File: config.mk
export PLATFORM = sky130hd
export DESIGN_NAME = tws_config_slave
export DESIGN_NICKNAME = d
export VERILOG_FILES = /design/src/tws_pkg.sv /design/src/tws_config_slave.sv
export SDC_FILE = /design/constraint.sdc
export NUM_CORES = 1
export LEC_CHECK = 0
export ABC_AREA = 0
export BUFFER_PORTS_ARGS = -buffer_cell sky130_fd_sc_hd__buf_2
export CAP_MARGIN = 25
export CORE_MARGIN = 1.5
export CORE_UTILIZATION = 48
export DETAILED_ROUTE_END_ITERATION = 10
export GPL_TIMING_DRIVEN = 0
export PLACE_DENSITY = 0.8
export SYNTH_ARGS = -nofsm -noshare
export SYNTH_HDL_FRONTEND = slang
export SYNTH_SLANG_ARGS = --single-unit
File: constraint.sdc
create_clock -name sys_clk -period 5.05 [get_ports sys_clk]
set_input_delay 0 -clock sys_clk [delete_from_list [all_inputs] [get_ports sys_clk]]
set_output_delay 0 -clock sys_clk [all_outputs]
set_load 0.1 [all_outputs]
File: src/tws_pkg.sv
package tws_pkg;

	// ----------------------------------------------------------------
	// serial frame layout
	// ----------------------------------------------------------------
	localparam int         FRAME_BITS  = 16;
	localparam logic [4:0] CNT_ADDR_LO = 5'h05; // bits taken before D10
	localparam logic [4:0] CNT_DIR     = 5'h06; // bits taken before D9
	localparam logic [4:0] CNT_TURN    = 5'h07; // bits taken before D8
	localparam logic [4:0] CNT_DATA    = 5'h08; // first data bit D7 next
	localparam logic [4:0] CNT_FRAME   = 5'h10; // exactly sixteen bits
	localparam logic [4:0] CNT_MAX     = 5'h11; // saturates above frame
	localparam int         ADDR_W      = 6;
	localparam int         REG_NUM     = 4;

	// ----------------------------------------------------------------
	// register offsets
	// ----------------------------------------------------------------
	localparam logic [5:0] SYSTEM_CONTROL_A_OFS      = 6'h00;
	localparam logic [5:0] SYSTEM_CONTROL_B_OFS      = 6'h01;
	localparam logic [5:0] SYSTEM_CONTROL_C_OFS      = 6'h02;
	localparam logic [5:0] GATE_SEQUENCE_CONTROL_OFS = 6'h03;

	// ----------------------------------------------------------------
	// field positions
	// ----------------------------------------------------------------
	localparam int A_MODE   = 0;
	localparam int A_EDGE   = 1;
	localparam int A_GRB    = 2;
	localparam int A_STBY   = 3;
	localparam int A_GATE_SCAN_DIRECTION   = 4;
	localparam int A_SHIFT  = 5;
	localparam int A_PWR    = 7;
	localparam int B_RES    = 1;
	localparam int B_TEST   = 3;
	localparam int B_DITH   = 4;
	localparam int B_HORIZONTAL_FRC_ENABLE   = 5;
	localparam int B_CABC   = 6;
	localparam int C_NBW    = 6;
	localparam int C_INV    = 7;
	localparam int D_SEL    = 0;
	localparam int D_FRAME  = 2;

	// ----------------------------------------------------------------
	// reset values, writable masks, strap-owned masks
	// ----------------------------------------------------------------
	localparam logic [7:0] RST_A = 8'h2D;
	localparam logic [7:0] RST_B = 8'h00;
	localparam logic [7:0] RST_C = 8'h00;
	localparam logic [7:0] RST_D = 8'h00;
	localparam logic [7:0] MSK_A = 8'hBF;
	localparam logic [7:0] MSK_B = 8'hFE;
	localparam logic [7:0] MSK_C = 8'hC0;
	localparam logic [7:0] MSK_D = 8'h07;
	localparam logic [7:0] PIN_A = 8'hB3;
	localparam logic [7:0] PIN_B = 8'hFE;
	localparam logic [7:0] PIN_C = 8'h40;
	localparam logic [7:0] PIN_D = 8'h07;

	// standby low level per panel type
	localparam logic [5:0] LVL_WHITE = 6'h3F;
	localparam logic [5:0] LVL_BLACK = 6'h00;

	// ----------------------------------------------------------------
	// asynchronous input vector
	// ----------------------------------------------------------------
	localparam int         IN_SCLK  = 0;
	localparam int         IN_SDA   = 1;
	localparam int         IN_CSN   = 2;
	localparam int         IN_VS    = 3;
	localparam int         IN_STRAP = 4;
	localparam int         IN_PIN   = 5;
	localparam int         PIN_W    = 16;
	localparam int         IN_W     = 21;
	localparam logic [20:0] IN_RST  = 21'h00_000C; // select, vsync idle high

	typedef struct packed {
		logic [IN_W-1:0]       s1;
		logic [IN_W-1:0]       s2;
		logic [IN_W-1:0]       s3;
		logic [IN_W-1:0]       f;
		logic [4:0]            cnt;
		logic [7:0]            shift;
		logic [ADDR_W-1:0]     addr;
		logic                  rd;
		logic [7:0]            rbyte;
		logic                  oe;
		logic                  dout;
		logic [3:0][7:0]       shadow;
		logic [3:0][7:0]       active;
		logic [3:0][7:0]       eff;
	} tws_state_t;

endpackage

File: src/tws_config_slave.sv
`timescale 1ns/10ps
// Overview of operation
// the serial engine is a slave only and never starts a transfer
// frames are sixteen bits per select-low period; other writes dropped
// msb first: D15-D10 address, D7-D0 data byte
// D9 chooses direction: 0 write, 1 read
// D8 is a turnaround slot, ignored on writes and reads
// on reads the device drives eight data bits, sampled on rising clock
// on reads the controller floats the data line from D8 onward
// writes apply at next vsync fall; reset and standby apply at once
// reg 0 bit 0: 0 sync mode, 1 data-enable mode (default)
// reg 0 bit 1: pixel clock edge, 0 falling (default), 1 rising
// reg 0 bit 2: soft reset, 0 holds reset, 1 runs (default)
// reg 0 bit 3: 0 standby with outputs off, 1 normal (default)
// reg 0 bit 4: scan direction picks start output and direction level
// reg 0 bit 5: source shift, 1 right (default), 0 left
// reg 0 bit 7: power block enable, default off
// reg 1 bits 2:1 resolution; 800-wide modes disable channels 601-936
// reg 1 bit 3 runs internal test pattern without pixel clock
// reg 1 bit 4 dithering, bit 5 h-frc; bit 4 low disables both
// reg 1 bits 7:6 adaptive backlight mode, default off
// reg 2 bit 6 panel type; standby level 3Fh white, 00h black
// reg 2 bit 7 inversion pattern, default one-plus-two dot
// reg 3 bits 1:0 gate-on sequence, bit 2 uniform frame polarity
// strap high: pin levels replace register controls except soft reset, standby and inversion pattern
// controller holds select low through a frame, high between frames
// reserved bits and unmapped addresses read zero, writes ignored
module tws_config_slave
	import tws_pkg::*;
(
	// clock and reset
	input  wire logic        sys_clk,
	input  wire logic        arst_n,
	// three-wire serial link
	input  wire logic        serial_select_n,
	input  wire logic        serial_clock,
	input  wire logic        serial_data_in,
	output logic             serial_data_out,
	output logic             serial_data_oe,
	// frame sync and strap
	input  wire logic        vertical_sync_in,
	input  wire logic        strap_control_enable,
	// strap pin levels
	input  wire logic        pin_timing_mode,
	input  wire logic        pin_clock_edge,
	input  wire logic        pin_gate_scan,
	input  wire logic        pin_source_shift,
	input  wire logic        pin_power_enable,
	input  wire logic [1:0]  pin_resolution,
	input  wire logic        pin_test_pattern,
	input  wire logic        pin_dithering,
	input  wire logic        pin_horizontal_frc,
	input  wire logic [1:0]  pin_backlight_mode,
	input  wire logic        pin_panel_type,
	input  wire logic        pin_frame_uniform,
	input  wire logic [1:0]  pin_gate_sequence,
	// applied controls
	output logic             timing_de_mode,
	output logic             pixel_clock_edge_sel,
	output logic             global_soft_reset_n,
	output logic             standby_n,
	output logic             gate_scan_direction,
	output logic             gate_direction_out,
	output logic             vertical_start_a_sel,
	output logic             vertical_start_b_sel,
	output logic             source_shift_direction,
	output logic             power_block_enable,
	output logic [1:0]       resolution_select,
	output logic             upper_channels_off,
	output logic             test_pattern_enable,
	output logic             dithering_enable,
	output logic             horizontal_frc_enable,
	output logic [1:0]       adaptive_backlight_mode,
	output logic             panel_black_white_type,
	output logic [5:0]       standby_low_level,
	output logic             inversion_pattern_select,
	output logic [1:0]       gate_on_sequence,
	output logic             frame_uniform
);

	// ----------------------------------------------------------------
	// reset release
	// ----------------------------------------------------------------
	logic       rst_s1;
	logic       rst_n;
	tws_state_t st;
	tws_state_t n;
	logic [IN_W-1:0] in_raw;
	logic [IN_W-1:0] agree;
	logic       sclk_rise;
	logic       sclk_fall;
	logic       csn_rise;
	logic       vs_fall;
	logic       in_frame;
	logic       strap;
	logic [3:0][7:0] pin_img;
	logic [3:0][7:0] pin_msk;
	logic [3:0][7:0] wr_msk;

	// two-flop release of the asynchronous reset
	always_ff @(posedge sys_clk or negedge arst_n) begin
		if (!arst_n) begin
			rst_s1 <= 1'b0;
			rst_n  <= 1'b0;
		end else begin
			rst_s1 <= 1'b1;
			rst_n  <= rst_s1;
		end
	end

	// ----------------------------------------------------------------
	// input gathering and constant maps
	// ----------------------------------------------------------------

	// all outside inputs in one vector for the three-stage filter
	assign in_raw = {pin_gate_sequence, pin_frame_uniform, pin_panel_type,
		pin_backlight_mode, pin_horizontal_frc, pin_dithering,
		pin_test_pattern, pin_resolution, pin_power_enable,
		pin_source_shift, pin_gate_scan, pin_clock_edge,
		pin_timing_mode, strap_control_enable, vertical_sync_in,
		serial_select_n, serial_data_in, serial_clock};

	assign wr_msk  = {MSK_D, MSK_C, MSK_B, MSK_A};
	assign pin_msk = {PIN_D, PIN_C, PIN_B, PIN_A};

	// strap pin levels laid out like the register images
	assign pin_img[0] = {st.f[IN_PIN+4], 1'b0, st.f[IN_PIN+3],
		st.f[IN_PIN+2], 2'b00, st.f[IN_PIN+1], st.f[IN_PIN]};
	assign pin_img[1] = {st.f[IN_PIN+11:IN_PIN+10], st.f[IN_PIN+9],
		st.f[IN_PIN+8], st.f[IN_PIN+7], st.f[IN_PIN+6:IN_PIN+5], 1'b0};
	assign pin_img[2] = {1'b0, st.f[IN_PIN+12], 6'h00};
	assign pin_img[3] = {5'h00, st.f[IN_PIN+13], st.f[IN_PIN+15:IN_PIN+14]};

	// ----------------------------------------------------------------
	// next-state logic
	// ----------------------------------------------------------------
	always_comb begin
		n = st;

		// first stage is read only by the second stage
		n.s1  = in_raw;
		n.s2  = st.s1;
		n.s3  = st.s2;
		agree = ~(st.s2 ^ st.s3);
		n.f   = (agree & st.s3) | (~agree & st.f);

		sclk_rise = n.f[IN_SCLK] & ~st.f[IN_SCLK];
		sclk_fall = ~n.f[IN_SCLK] & st.f[IN_SCLK];
		csn_rise  = n.f[IN_CSN] & ~st.f[IN_CSN];
		vs_fall   = ~n.f[IN_VS] & st.f[IN_VS];
		in_frame  = ~st.f[IN_CSN];
		strap     = st.f[IN_STRAP];

		// slave engine
		// reacts only to the controller's edges, idles when deselected
		if (!in_frame) begin
			n.cnt = 5'h00;
			n.rd  = 1'b0;
			n.oe  = 1'b0;
		end else if (sclk_rise) begin
			// msb first capture
			n.shift = {st.shift[6:0], n.f[IN_SDA]};
			n.cnt   = (st.cnt == CNT_MAX) ? st.cnt : st.cnt + 5'h01;
			if (st.cnt == CNT_ADDR_LO)
				n.addr = {st.shift[4:0], n.f[IN_SDA]};
			// direction bit
			if (st.cnt == CNT_DIR)
				n.rd = n.f[IN_SDA];
			// unmapped addresses return zero
			if (st.cnt == CNT_TURN)
				n.rbyte = (st.addr[5:2] == 4'h0) ?
					st.shadow[st.addr[1:0]] : 8'h00;
		end else if (sclk_fall) begin
			// drive data on falling edge for rising capture
			if (st.rd && st.cnt >= CNT_DATA && st.cnt < CNT_FRAME) begin
				n.oe   = 1'b1;
				n.dout = st.rbyte[~st.cnt[2:0]];
			end else begin
				n.oe   = 1'b0;
			end
		end

		// commit only an exact sixteen-bit write
		// turnaround bit is never used on writes
		if (csn_rise && st.cnt == CNT_FRAME && !st.rd &&
			st.addr[5:2] == 4'h0)
			n.shadow[st.addr[1:0]] = st.shift & wr_msk[st.addr[1:0]];

		// staged values move on at the vsync falling edge
		if (vs_fall)
			n.active = n.shadow;

		// strap hands pin-owned fields to the pins
		for (int i = 0; i < REG_NUM; i++)
			n.eff[i] = strap ?
				((n.active[i] & ~pin_msk[i]) | (pin_img[i] & pin_msk[i])) :
				n.active[i];

		// reset and standby bypass the vsync staging
		n.eff[0][A_GRB]  = n.shadow[0][A_GRB];
		n.eff[0][A_STBY] = n.shadow[0][A_STBY];
	end

	// ----------------------------------------------------------------
	// state register
	// ----------------------------------------------------------------
	always_ff @(posedge sys_clk or negedge rst_n) begin
		if (!rst_n) begin
			st        <= '0;
			st.s1     <= IN_RST;
			st.s2     <= IN_RST;
			st.s3     <= IN_RST;
			st.f      <= IN_RST;
			st.shadow <= {RST_D, RST_C, RST_B, RST_A};
			st.active <= {RST_D, RST_C, RST_B, RST_A};
			st.eff    <= {RST_D, RST_C, RST_B, RST_A};
		end else begin
			st <= n;
		end
	end

	// ----------------------------------------------------------------
	// outputs
	// ----------------------------------------------------------------

	// serial data line
	assign serial_data_out = st.dout;
	assign serial_data_oe  = st.oe;

	// timing mode
	assign timing_de_mode         = st.eff[0][A_MODE];
	// sampling edge
	assign pixel_clock_edge_sel   = st.eff[0][A_EDGE];
	// soft reset
	assign global_soft_reset_n    = st.eff[0][A_GRB];
	// standby control
	assign standby_n              = st.eff[0][A_STBY];
	// start output choice
	assign gate_scan_direction    = st.eff[0][A_GATE_SCAN_DIRECTION];
	assign gate_direction_out     = st.eff[0][A_GATE_SCAN_DIRECTION];
	assign vertical_start_a_sel   = st.eff[0][A_GATE_SCAN_DIRECTION];
	assign vertical_start_b_sel   = ~st.eff[0][A_GATE_SCAN_DIRECTION];
	// source shift
	assign source_shift_direction = st.eff[0][A_SHIFT];
	// power blocks
	assign power_block_enable     = st.eff[0][A_PWR];
	// resolution and narrow modes
	assign resolution_select      = st.eff[1][B_RES+1:B_RES];
	assign upper_channels_off     = st.eff[1][B_RES+1];
	// test pattern
	assign test_pattern_enable    = st.eff[1][B_TEST];
	// dithering gate
	assign dithering_enable       = st.eff[1][B_DITH];
	assign horizontal_frc_enable  = st.eff[1][B_DITH] & st.eff[1][B_HORIZONTAL_FRC_ENABLE];
	// backlight mode
	assign adaptive_backlight_mode = st.eff[1][B_CABC+1:B_CABC];
	// panel type and standby level
	assign panel_black_white_type = st.eff[2][C_NBW];
	assign standby_low_level      = st.eff[2][C_NBW] ? LVL_BLACK : LVL_WHITE;
	// inversion pattern
	assign inversion_pattern_select = st.eff[2][C_INV];
	// gate sequence and frame polarity
	assign gate_on_sequence       = st.eff[3][D_SEL+1:D_SEL];
	assign frame_uniform          = st.eff[3][D_FRAME];
endmodule

# After elaboration in Yosys (flattened, before gate mapping)
# Cells that the tools add are included.
# totals
regBits	207
elab_cells	108
# op_classes
n_mux	29
n_lt_le_gt_ge	5
add_sub_neg	1
bitwise_logic	23
reduce_logical	18
n_eq_ne	7
# ops
cell	n
$mux 32	2
$mux 8	8
$and 21x21->21	2
$not 21->21	2
$bmux 8 s2	2
$bwmux 32	1
$mux 28	1
$or 21x21->21	1
$xor 21x21->21	1
$demux 8 s2	1
$eq 5x3->1 const B	3
$mux 6	2
$eq 5x5->1 const B	2
$mux 5	2
$and 8x8->8	1
$or 1x8->8	1
$or 7x8->8	1
$or 8x7->8	1
$reduce_and 2->1	4
$logic_and 1x1->1	6
$mux 1	6
$not 1->1	6
$reduce_and 3->1	2
$reduce_bool 2->1	3
other kinds (16)	22

# Depth between registers and ports, before layout
# Gate-level depths: netlist (run 1).
# logic_depth
word_depth	13
mapped_depth	8
mapped_depth_nobuf	6

# Least setup slack after synthesis (run 1)
# OpenSTA, ideal clock, no wires.
# synth_timing
path_kind	register to output
from	register st, in the netlist panel_black_white_type
to	output port standby_low_level[1]
t_arrival_ns	2.051
stages_incl_launch_ff	3
path_buffers	1
setup_slack_ns	2.999
path_cell_list	dfrtp_1 -> inv_1 -> buf_4
# synth_between
elab_chain_cells	1
# synth_rtl
item	line_no	rtl
start, declared	tws_config_slave.sv:86	tws_state_t st;
start signal, assigned	tws_config_slave.sv:218	st <= n;
$mux 6	tws_config_slave.sv:259	assign standby_low_level = st.eff[2][C_NBW] ? LVL_BLACK : LVL_WHITE;
end, declared	tws_config_slave.sv:75	output logic [5:0] standby_low_level,
# No other way between the ends.

==> metrics.md, run 1 <==
| Metric | Value |
|---|---|
| Outcome | `completed` |
| TritonCTS Buffers | `17` |
| Row count | `43` |
| Commonest cells after routing, fill and taps aside | `dfrtp_1, buf_2, a31oi_1` |
| Vias/cell | `roughly 5.6` |
| Switching Fraction | `around a third` |
| ANT nets after route | `0` |
| Placed standard-cell area | `between 7000 and 8000 um2` |
| Post-layout util | `between 50% and 60%` |
| Leading area contributor after synthesis | `dfrtp_1` |
| DRC | `0` |
| Crit Path Category | `reg2reg` |
| Sequential power share | `between 40% and 50%` |
| Final Worst Setup Slack | `roughly 2.7 ns` |
| Starting density of the core | `49.4%` |
| Post-synth top flop | `dfrtp_1` |
| Endpoint class of the critical path | `register` |
| Fill cell count | `1056` |
| Clk sinks | `approximately 180` |
| Worst Path Arrival | `approximately 2.6 ns` |
| Top cells by area, synth | `dfrtp_1, dfstp_2, mux4_2` |
| Share of the synthesized area in the top cell type | `59.8%` |
| Hold_sp | `pin_backlight_mode[0]` |
| Syn avg cell area | `13.7 um2` |
| Synth Register Bits | `between 150 and 200` |
| Max-cap violation count | `0` |
| Fmax | `between 400 and 500 MHz` |
| RSZ-0062 raised after global routing | `false` |
| Psw | `approximately 1.2 mW` |
| Resized Gates After CTS | `0` |
| Die Footprint | `about 15000 um2` |
| Area Overhead vs Synth | `19.9%` |
| First DRT Iteration DRCs | `approximately 330` |
| Hold WS | `0.202 ns` |
| CTS tree | `done` |
| Cell variety after synth | `42` |
| Pwr/cell area | `between 400 and 500 nW/um2` |
| Lkg Pwr | `around 3.8 nW` |
| Ys async rst share | `100%` |
| Final setup violation count | `0` |
| Final std cells w/o fill | `between 700 and 800` |
| Grt total ovfl | `0` |
| R2R Setup Slk | `between 2 and 3 ns` |
| Pint | `approximately 2.5 mW` |
| Worst-case clock buffer depth | `2` |
| Sequential share of the synthesized area | `about two thirds` |
| Slew Viols, Final | `0` |
| Final min period | `approximately 2.4 ns` |
| CP Launch Point | `st[129]` |
| HPWL Detailed | `around 9.4 mm` |
| Mapped Area | `~6900 um2` |
| Share of layout cells above drive strength 1 | `26.0%` |
| Worst skew pair latency | `between 0.4 and 0.5 ns` |
| Port Buffer Count | `53` |
| Hold Path Class | `in2reg` |
| Via count | `between 4000 and 5000` |
| Worst path required time | `5.31 ns` |
| R2r startpoint | `st[129]` |
| Final hold violation count | `0` |
| Max IR drop VDD | `between 200 and 300 uV` |
| Vias in the first global route | `~4700` |
| Clock share of power | `36.0%` |
| Ys Warns | `0` |
| Largest net degree at the start of global routing | `around 70` |
| Relative slew margins | `between 50% and 60%` |
| Part of the cycle the worst path needs | `between 40% and 50%` |
| Die Y | `approximately 120 um` |
| Syn nets | `around 540` |
| Worst Tran Pin Value | `approximately 0.67 ns` |
| Setup TNS | `0 ns` |
| Critical path peak fanout | `10` |
| DR WL/cell | `17.9 um` |
| Seq. cell area | `4550 um2` |
| CTS H-Tree Depth | `4` |
| Clk pin slew, worst setup/hold paths | `0.07 ns` |
| Antenna Cells | `0` |
| Routability cong. | `~0.87` |
| DR pass1 iterations | `5` |
| Worst Hold Depth | `2` |
| Placed insts | `approximately 740` |
| I/O pin count | `54` |
| Core area | `roughly 14000 um2` |
| Power, Total | `roughly 3.6 mW` |
| Die X | `123 um` |
| Commonest non-fill, non-tap cell in the layout | `dfrtp_1` |
| Startpoint types | `register` |
| R2R cell count | `5` |
| NumNets Final | `636` |
| Total track usage | `about a fifth` |
| First-pass GRT wire length | `~23 mm` |
| Post-synth EDFFs | `0` |
| Multi-input gate area | `~2100 um2` |
| Post-route cell area | `roughly 8300 um2` |
| Root Buffer | `clkbuf_16` |
| Mapped Cells | `roughly 510` |
| Final wirelength | `14.3 mm` |
| Combinational fraction of design power | `around 18%` |
| Worst slack, placed | `2.72 ns` |
| Antenna violations before repair | `0` |
| Skew final | `around 0.014 ns` |
[Yosys cell counts, drive strengths merged (4+ instances only)]
cell type	count
nand2	25
dfrtp	165
nor2b	8
nand2b	17
mux2	27
o2bb2ai	8
o31ai	16
buf	22
nor2	25
nand4	20
ha	10
a31oi	33
inv	20
maj3	20
clkbuf	11
dfstp	16
o21ai	28
nand3	4
mux4	10
[cell families (layout without fill, tap and decap cells)]
logic type	after synthesis	in the layout	share of synthesized area, %
adders and majority gates	30	30	4.71
AOI/OAI and AO/OA	89	89	8.19
DFF	181	181	65.8
and+or+nand+nor	111	111	9.09
buffers and inverters	53	163	3.93
xor gates and xnor gates	3	3	0.380
muxes	38	38	7.81
other	1	1	0.0543
[metal layers]
metal	track usage (%)	up-vias	wire length (um)	part of all wire, %
li1	-	1982	-	-
met1	26.7	2304	6000	42
met2	34.5	126	7370	52
met3	5.21	21	647	4.5
met4	8.33	0	227	1.6
met5	0	-	0	0
[sequential cells by signal, summed over array words and instances, names as in the netlist, 2 cells and up, named ones only]
| name | count |
|---|---|
| st | 101 |
| n | 42 |
| adaptive_backlight_mode | 2 |
| gate_on_sequence | 2 |
| resolution_select | 2 |
[layout make-up]
cell class	count	area share, %
Buffer	33	2.37
Clock buffer	18	5.30
Clock inverter	14	1.92
Inverter	20	0.906
Multi-Input combinational cell	272	25.2
Sequential cell	181	54.9
Tap cell	180	2.72
Timing Repair Buffer	78	6.64
[power groups by stage]
stage          clock network [mW]  logic [mW]  registers, mW
2_1_floorplan                   0       0.378           1.81
3_3_place_gp                    0       0.595           1.70
3_5_place_dp                    0       0.631           1.69
4_1_cts                      1.32       0.651           1.66
5_1_grt                      1.38       0.684           1.68
6_report                     1.30       0.649           1.66
[critical path, stage by stage, from the launching register on]
cell and delay [ns]:
dfstp_2 0.53, nor3b_1 0.51, nor2b_1 0.20, buf_1 0.29, clkbuf_1 0.44, a31oi_1 0.23
[timing repair]
action / in CTS / in global routing
endpoints found under the hold margin: 23 / 0
hold buffers: 23 / 0
setup buffers: 0 / 0
[path summary, 6_finish.rpt]
path                                     endpoint
min reg2reg                                n[168]
min in group asynchronous                  n[168]
max                        panel_black_white_type
max reg2reg                panel_black_white_type
min                                        n[183]
max in group asynchronous          timing_de_mode
Note: power is estimated with default switching activity, not from simulation.
==> run 2: changes to the inputs <==
==> constraint.sdc (replaced) <==
create_clock -name sys_clk -period 1.9 [get_ports sys_clk]
set_input_delay 0 -clock sys_clk [delete_from_list [all_inputs] [get_ports sys_clk]]
set_output_delay 0 -clock sys_clk [all_outputs]
set_load 0.1 [all_outputs]
==> run 2 against run 1 <==
  * Wire length up 2.9%
  * Global-route usage down 0.10 points
  * Clock power rose to 2.8 times the previous value
  * Core utilization up 2.1 points
  * Die area unchanged
  * Maximum frequency up 28%
  * Sequential cell count unchanged
==> metrics.md, run 2 (same netlist as run 1, synthesis figures left out) <==
| Metric | Value |
|---|---|
| M3 GR Usage | `5.63% (was 5.21%)` |
| Final setup violation count | `0 (unchanged)` |
| DRC | `0 (unchanged)` |
| Final Worst Setup Slack | `0.0440 ns (was 2.68 ns)` |
| First-pass GRT wire length | `23.4 mm (was 23.5 mm)` |
| Largest stage delay on the critical path | `0.44 ns (was 0.53 ns)` |
| Die Y | `123 um (unchanged)` |
| Worst slack, placed | `-0.441 ns (was 2.72 ns)` |
| Lkg Pwr | `3.92 nW (was 3.77 nW)` |
| Worst skew pair latency | `0.44 ns (was 0.43 ns)` |
| Root Buffer | `clkbuf_16 (unchanged)` |
| Worst path required time | `2.25 ns (was 5.31 ns)` |
| Grt total ovfl | `0 (unchanged)` |
| Max IR drop VDD | `777 uV (was 259 uV)` |
| First DRT Iteration DRCs | `294 (was 326)` |
| Hold Path Class | `in2reg (unchanged)` |
| HPWL Detailed | `9.51 mm (was 9.42 mm)` |
| Clk pin slew, worst setup/hold paths | `0.06 ns (was 0.07 ns)` |
| Max FFs per register | `101 (unchanged)` |
| Global-route track usage on met2 | `33.9% (was 34.5%)` |
| Pwr/cell area | `1140 nW/um2 (was 436 nW/um2)` |
| Busiest grt layer | `met2 (unchanged)` |
| ANT nets after route | `0 (unchanged)` |
| Largest net degree at the start of global routing | `67 (was 72)` |
| Outcome | `completed (unchanged)` |
| RSZ-0062 raised after global routing | `true (was false)` |
| NumNets Final | `657 (was 636)` |
| Vias in the first global route | `4637 (was 4670)` |
| Worst path slowest cell | `dfrtp_2 (was dfstp_2)` |
| Via count | `4568 (was 4433)` |
| DR pass1 iterations | `5 (unchanged)` |
| Endpoint class of the critical path | `register (unchanged)` |
| Skew final | `0.0150 ns (was 0.0140 ns)` |
| Share of layout cells above drive strength 1 | `33.1% (was 26.0%)` |
| Vias/cell | `5.59 (was 5.57)` |
| Worst Path Arrival | `2.20 ns (was 2.63 ns)` |
| Clk sinks | `181 (unchanged)` |
| CTS H-Tree Depth | `4 (unchanged)` |
| Routability cong. | `0.884 (was 0.874)` |
| I/O pin count | `54 (unchanged)` |
| Total track usage | `20.8% (was 20.9%)` |
| Max-cap violation count | `0 (unchanged)` |
| CP most frequent cell | `buf_6` |
| Placed insts | `741 (unchanged)` |
| Final hold violation count | `0 (unchanged)` |
| Final wirelength | `14.7 mm (was 14.3 mm)` |
| Area Overhead vs Synth | `24.2% (was 19.9%)` |
| Power, Total | `9.79 mW (was 3.61 mW)` |
| Worst-case clock buffer depth | `2 (unchanged)` |
| Fmax | `539 MHz (was 422 MHz)` |
| Final std cells w/o fill | `817 (was 796)` |
| DR WL/cell | `17.9 um (about the same)` |
| CP Cell Sequence | `inv_1 -> ha_1 -> nor2b_4 -> and3_1 -> buf_6 -> buf_6 -> nand4_1 -> a31oi_2 (was nor3b_1 -> nor2b_1 -> buf_1 -> clkbuf_1 -> a31oi_1)` |
| CTS tree | `done (unchanged)` |
| Worst Tran Pin Value | `0.854 ns (was 0.670 ns)` |
| TritonCTS Buffers | `17 (unchanged)` |
| Critical path peak fanout | `8 (was 10)` |
| Core area | `14000 um2 (unchanged)` |
| Antenna violations before repair | `0 (unchanged)` |
| Antenna Cells | `0 (unchanged)` |
| Commonest cells after routing, fill and taps aside | `dfrtp_1, buf_2, buf_4 (was dfrtp_1, buf_2, a31oi_1)` |
| Starting density of the core | `49.4% (unchanged)` |
| Part of the cycle the worst path needs | `97.7% (was 46.9%)` |
| Startpoint types | `register (unchanged)` |
| Reg with most FFs | `st (unchanged)` |
| Die Footprint | `15100 um2 (unchanged)` |
| Row count | `43 (unchanged)` |
| Post-layout util | `61.4% (was 59.2%)` |
| Crit Path Category | `reg2reg (unchanged)` |
| Port Buffer Count | `53 (unchanged)` |
| Commonest non-fill, non-tap cell in the layout | `dfrtp_1 (unchanged)` |
| Met1 Track Usage GR | `26.2% (was 26.7%)` |
| Final min period | `1.86 ns (was 2.37 ns)` |
| Slew Viols, Final | `0 (unchanged)` |
| Relative slew margins | `43.1% (was 55.3%)` |
| Die X | `123 um (unchanged)` |
==> run 2: cell count changes in the layout (fill, tap and decap cells not counted), sizes merged <==
cell,change
buf,+21
clkinv,-5
clkbuf,+3
bufinv,+2
clkinvlp,+2
inv,-2
==> run 2: worst max-delay path, delay by kind of cell (launching register included) <==
kind | cells | cell delay (ns)
and+or+nand+nor | 3 | 0.55
AOI/OAI and AO/OA | 1 | 0.26
buffers and inverters | 3 | 0.36
DFF | 1 | 0.44
adders and majority gates | 1 | 0.17
==> run 2: repair_timing <==
action | 4_1_cts | 5_1_grt
hold buffers | 23 | 0
cloned | 1 | 0
gates resized for setup | 23 | 26
pin swaps | 8 | 7
setup buffers | 7 | 15
endpoints found under the hold margin | 23 | 0
setup endpoints to repair | 66 | 58
==> run 2: path summary, 6_finish.rpt <==
path / slack (ns) / cells after the start / from / to
hold reg to reg: 0.35 / 0 / rst_s1 / rst_n
setup / recovery: 0.04 / 8 / st[121] / frame_uniform
setup reg to reg: 0.04 / 8 / st[121] / frame_uniform
min in group asynchronous: 0.43 / 3 / arst_n / rst_n
max in group asynchronous: 0.61 / 1 / rst_n / st[37]
hold / removal: 0.20 / 2 / pin_backlight_mode[1] / n[184]
==> run 2: report_power, final <==
part           switching [mW]  internal [mW]  total (mW)
logic                    1.29          0.466        1.76
registers               0.234           4.20        4.43
clock network            1.49           2.10        3.60
==> run 2: cell type report <==
class / count / area [um2]
fill: 1031 / 5410
sequential: 181 / 4560
multi-input combinational: 272 / 2180
timing repair buffer: 101 / 727
clock buffer: 21 / 440
tap: 180 / 225
buffer: 31 / 209
clock inverter: 11 / 161
inverter: 20 / 82.6
==> run 2: through the flow <==
stage          cell area [um2]  TNS (ns)  hold slack, ns
2_1_floorplan             6920   -0.0846          -0.296
3_3_place_gp              7410    -82.13          -0.215
3_5_place_dp              7460    -15.67          -0.210
4_1_cts                   8410         0           0.190
5_1_grt                   8580   -0.0748           0.195
6_report                  8580         0           0.200
==> run 2: per-layer routing <==
metal | part of all wire, % | up-vias
met4 | 2.6 | 0
met5 | 0 | -
met2 | 51 | 175
met3 | 5.7 | 38
li1 | - | 2029
met1 | 40 | 2326
==> run 3: changes to the inputs <==
--- a/config.mk
+++ b/config.mk
@@ -7,12 +7,12 @@
 export LEC_CHECK = 0
 export ABC_AREA = 0
 export BUFFER_PORTS_ARGS = -buffer_cell sky130_fd_sc_hd__buf_2
-export CAP_MARGIN = 25
+export CAP_MARGIN = 20
 export CORE_MARGIN = 1.5
 export CORE_UTILIZATION = 48
 export DETAILED_ROUTE_END_ITERATION = 10
 export GPL_TIMING_DRIVEN = 0
-export PLACE_DENSITY = 0.8
+export PLACE_DENSITY = 0.77
 export SYNTH_ARGS = -nofsm -noshare
 export SYNTH_HDL_FRONTEND = slang
 export SYNTH_SLANG_ARGS = --single-unit
==> constraint.sdc (replaced) <==
create_clock -name sys_clk -period 2.2 [get_ports sys_clk]
set_input_delay 0.33 -clock sys_clk [delete_from_list [all_inputs] [get_ports sys_clk]]
set_output_delay 0.33 -clock sys_clk [all_outputs]
set_load 0.1 [all_outputs]
==> run 3 against run 2 <==
  * Clock-buffer cell count fell by 2
  * Sequential cell count stayed put
  * Die area is the same
  * Register-to-register slack better by 0.07 ns
  * Cell count shrank 2.2%
  * Clock power down 18%
  * Setup slack better by 0.066 ns
  * Total power is 15% lower
==> metrics.md, run 3 (same netlist as run 1, synthesis figures left out) <==
| Metric | Value |
|---|---|
| Startpoint types | `register (unchanged)` |
| Final hold violation count | `0 (unchanged)` |
| DR pass1 iterations | `5 (unchanged)` |
| Critical path peak fanout | `10 (was 8)` |
| CP Cell Sequence | `inv_1 -> ha_1 -> nor2b_2 -> and3_1 -> buf_4 -> buf_6 -> nand4_1 -> a31oi_2 (was inv_1 -> ha_1 -> nor2b_4 -> and3_1 -> buf_6 -> buf_6 -> nand4_1 -> a31oi_2)` |
| Worst path slowest cell | `dfrtp_1 (was dfrtp_2)` |
| ANT nets after route | `0 (unchanged)` |
| Starting density of the core | `49.4% (unchanged)` |
| Setup TNS | `0 ns (unchanged)` |
| WP buf/inv | `3 (unchanged)` |
| Row count | `43 (unchanged)` |
| Grt total ovfl | `0 (unchanged)` |
| CTS H-Tree Depth | `4 (unchanged)` |
| CTS tree | `done (unchanged)` |
| TritonCTS Buffers | `17 (unchanged)` |
| Skew final | `0.00864 ns (was 0.0150 ns)` |
| HPWL Detailed | `9.64 mm (was 9.51 mm)` |
| Vias in the first global route | `4640 (was 4637)` |
| Relative slew margins | `51.6% (was 43.1%)` |
| Via count | `4480 (was 4568)` |
| Fmax | `479 MHz (was 539 MHz)` |
| RSZ-0062 raised after global routing | `false (was true)` |
| Vias/cell | `5.61 (was 5.59)` |
| Worst Path Arrival | `2.44 ns (was 2.20 ns)` |
| I/O pin count | `54 (unchanged)` |
| Worst-case clock buffer depth | `2 (unchanged)` |
| Port Buffer Count | `53 (unchanged)` |
| Commonest non-fill, non-tap cell in the layout | `dfrtp_1 (unchanged)` |
| Clk pin slew, worst setup/hold paths | `0.07 ns (was 0.06 ns)` |
| Die Y | `123 um (unchanged)` |
| Largest net degree at the start of global routing | `65 (was 67)` |
| First DRT Iteration DRCs | `368 (was 294)` |
| First-pass GRT wire length | `23.7 mm (was 23.4 mm)` |
| Die Footprint | `15100 um2 (unchanged)` |
| Worst Tran Pin Value | `0.726 ns (was 0.854 ns)` |
| Part of the cycle the worst path needs | `95.0% (was 97.7%)` |
| Clk sinks | `181 (unchanged)` |
| CP top delay family | `simple AND/OR/NAND/NOR gates (unchanged)` |
| Max-cap violation count | `0 (unchanged)` |
| DRC | `0 (unchanged)` |
| Fill cell count | `1088 (was 1031)` |
| Worst path required time | `2.55 ns (was 2.25 ns)` |
| Final setup violation count | `0 (unchanged)` |
| Antenna Cells | `0 (unchanged)` |
| Die X | `123 um (unchanged)` |
| Share of layout cells above drive strength 1 | `28.4% (was 33.1%)` |
| Antenna violations before repair | `0 (unchanged)` |
| Commonest cells after routing, fill and taps aside | `dfrtp_1, buf_2, a31oi_1 (was dfrtp_1, buf_2, buf_4)` |
| Lkg Pwr | `3.78 nW (was 3.92 nW)` |
| Worst slack, placed | `-0.179 ns (was -0.441 ns)` |
| Final wirelength | `14.4 mm (was 14.7 mm)` |
| Slew Viols, Final | `0 (unchanged)` |
| Final Worst Setup Slack | `0.110 ns (was 0.0440 ns)` |
| DR WL/cell | `18.1 um (was 17.9 um)` |
| Max IR drop VDD | `546 uV (was 777 uV)` |
| NumNets Final | `639 (was 657)` |
| Core area | `14000 um2 (unchanged)` |
| Max FFs per register | `101 (unchanged)` |
| Worst skew pair latency | `0.44 ns (about the same)` |
| Endpoint class of the critical path | `register (unchanged)` |
| Power, Total | `8.28 mW (was 9.79 mW)` |
| Area Overhead vs Synth | `20.6% (was 24.2%)` |
| Pwr/cell area | `994 nW/um2 (was 1140 nW/um2)` |
| Routability cong. | `0.911 (was 0.884)` |
| Outcome | `completed (unchanged)` |
| Total track usage | `21.1% (was 20.8%)` |
| Hold Path Class | `in2async (was in2reg)` |
| Largest stage delay on the critical path | `0.49 ns (was 0.44 ns)` |
| Placed standard-cell area | `7460 um2 (unchanged)` |
| Post-route cell area | `8330 um2 (was 8580 um2)` |
| Root Buffer | `clkbuf_16 (unchanged)` |
| Final min period | `2.09 ns (was 1.86 ns)` |
| Crit Path Category | `reg2reg (unchanged)` |
| Reg with most FFs | `st (unchanged)` |
## run 3: cell count changes in the layout (fill, tap and decap cells not counted), sizes merged
cell,delta
clkbuf,-1
bufinv,-3
dlygate4sd3,-1
buf,-18
inv,+2
clkinv,+3
## run 3: path summary, 6_finish.rpt
kind | start | end | slack (ns) | depth (start not counted)
worst max register to register | st[121] | frame_uniform | 0.11 | 8
max in group asynchronous | rst_n | st[32] | 1.00 | 1
worst min-delay path | arst_n | rst_s1 | 0.21 | 2
min in group sys_clk | n[179] | n[158] | 0.35 | 0
worst max-delay path | st[121] | frame_uniform | 0.11 | 8
worst min register to register | n[179] | n[158] | 0.35 | 0
## run 3: worst register-to-register path: stages, from the launching register on
cell and delay [ns]:
dfrtp_1 0.49, inv_1 0.13, ha_1 0.15, nor2b_2 0.19, and3_1 0.22, buf_4 0.16
buf_6 0.14, nand4_1 0.23, a31oi_2 0.29
## run 3: per-layer routing
layer | wire, um | global-route usage (%)
met5 | 0 | 0
met1 | 6270 | 27.2
met3 | 695 | 5.35
met4 | 320 | 8.84
met2 | 7150 | 34.3
## run 3: repair_timing
item	4_1_cts	5_1_grt
gates resized for setup	3	10
hold buffers	22	0
hold endpoints to repair	23	0
setup buffers	2	2
setup endpoints to repair	23	24
pin swaps	1	1
## run 3: area by class of cell
cell class / count / area [um2] / area share (%)
Buffer: 33 / 203 / 2.43
Clock buffer: 19 / 453 / 5.44
Clock inverter: 13 / 134 / 1.61
Inverter: 20 / 78.8 / 0.946
Multi-Input combinational cell: 272 / 2110 / 25.3
Sequential cell: 181 / 4560 / 54.7
Tap cell: 180 / 225 / 2.70
Timing Repair Buffer: 81 / 571 / 6.85
## run 3: metrics by stage
| step | instances | hold WS, ns | utilization [%] |
|---|---|---|---|
| 2_1_floorplan | 506 | 0.0344 | - |
| 3_3_place_gp | 739 | 0.115 | 53.0 |
| 4_1_cts | 797 | 0.194 | 59.3 |
| 5_1_grt | 799 | 0.219 | 59.6 |
| 6_report | 799 | 0.206 | 59.6 |
| 3_5_place_dp | 741 | 0.119 | 53.4 |
## run 3: power by group
| part | leakage (nW) | switching [mW] | internal [mW] |
|---|---|---|---|
| clock network | 0.284 | 1.40 | 1.57 |
| registers | 2.22 | 0.193 | 3.63 |
| logic | 1.28 | 1.12 | 0.383 |
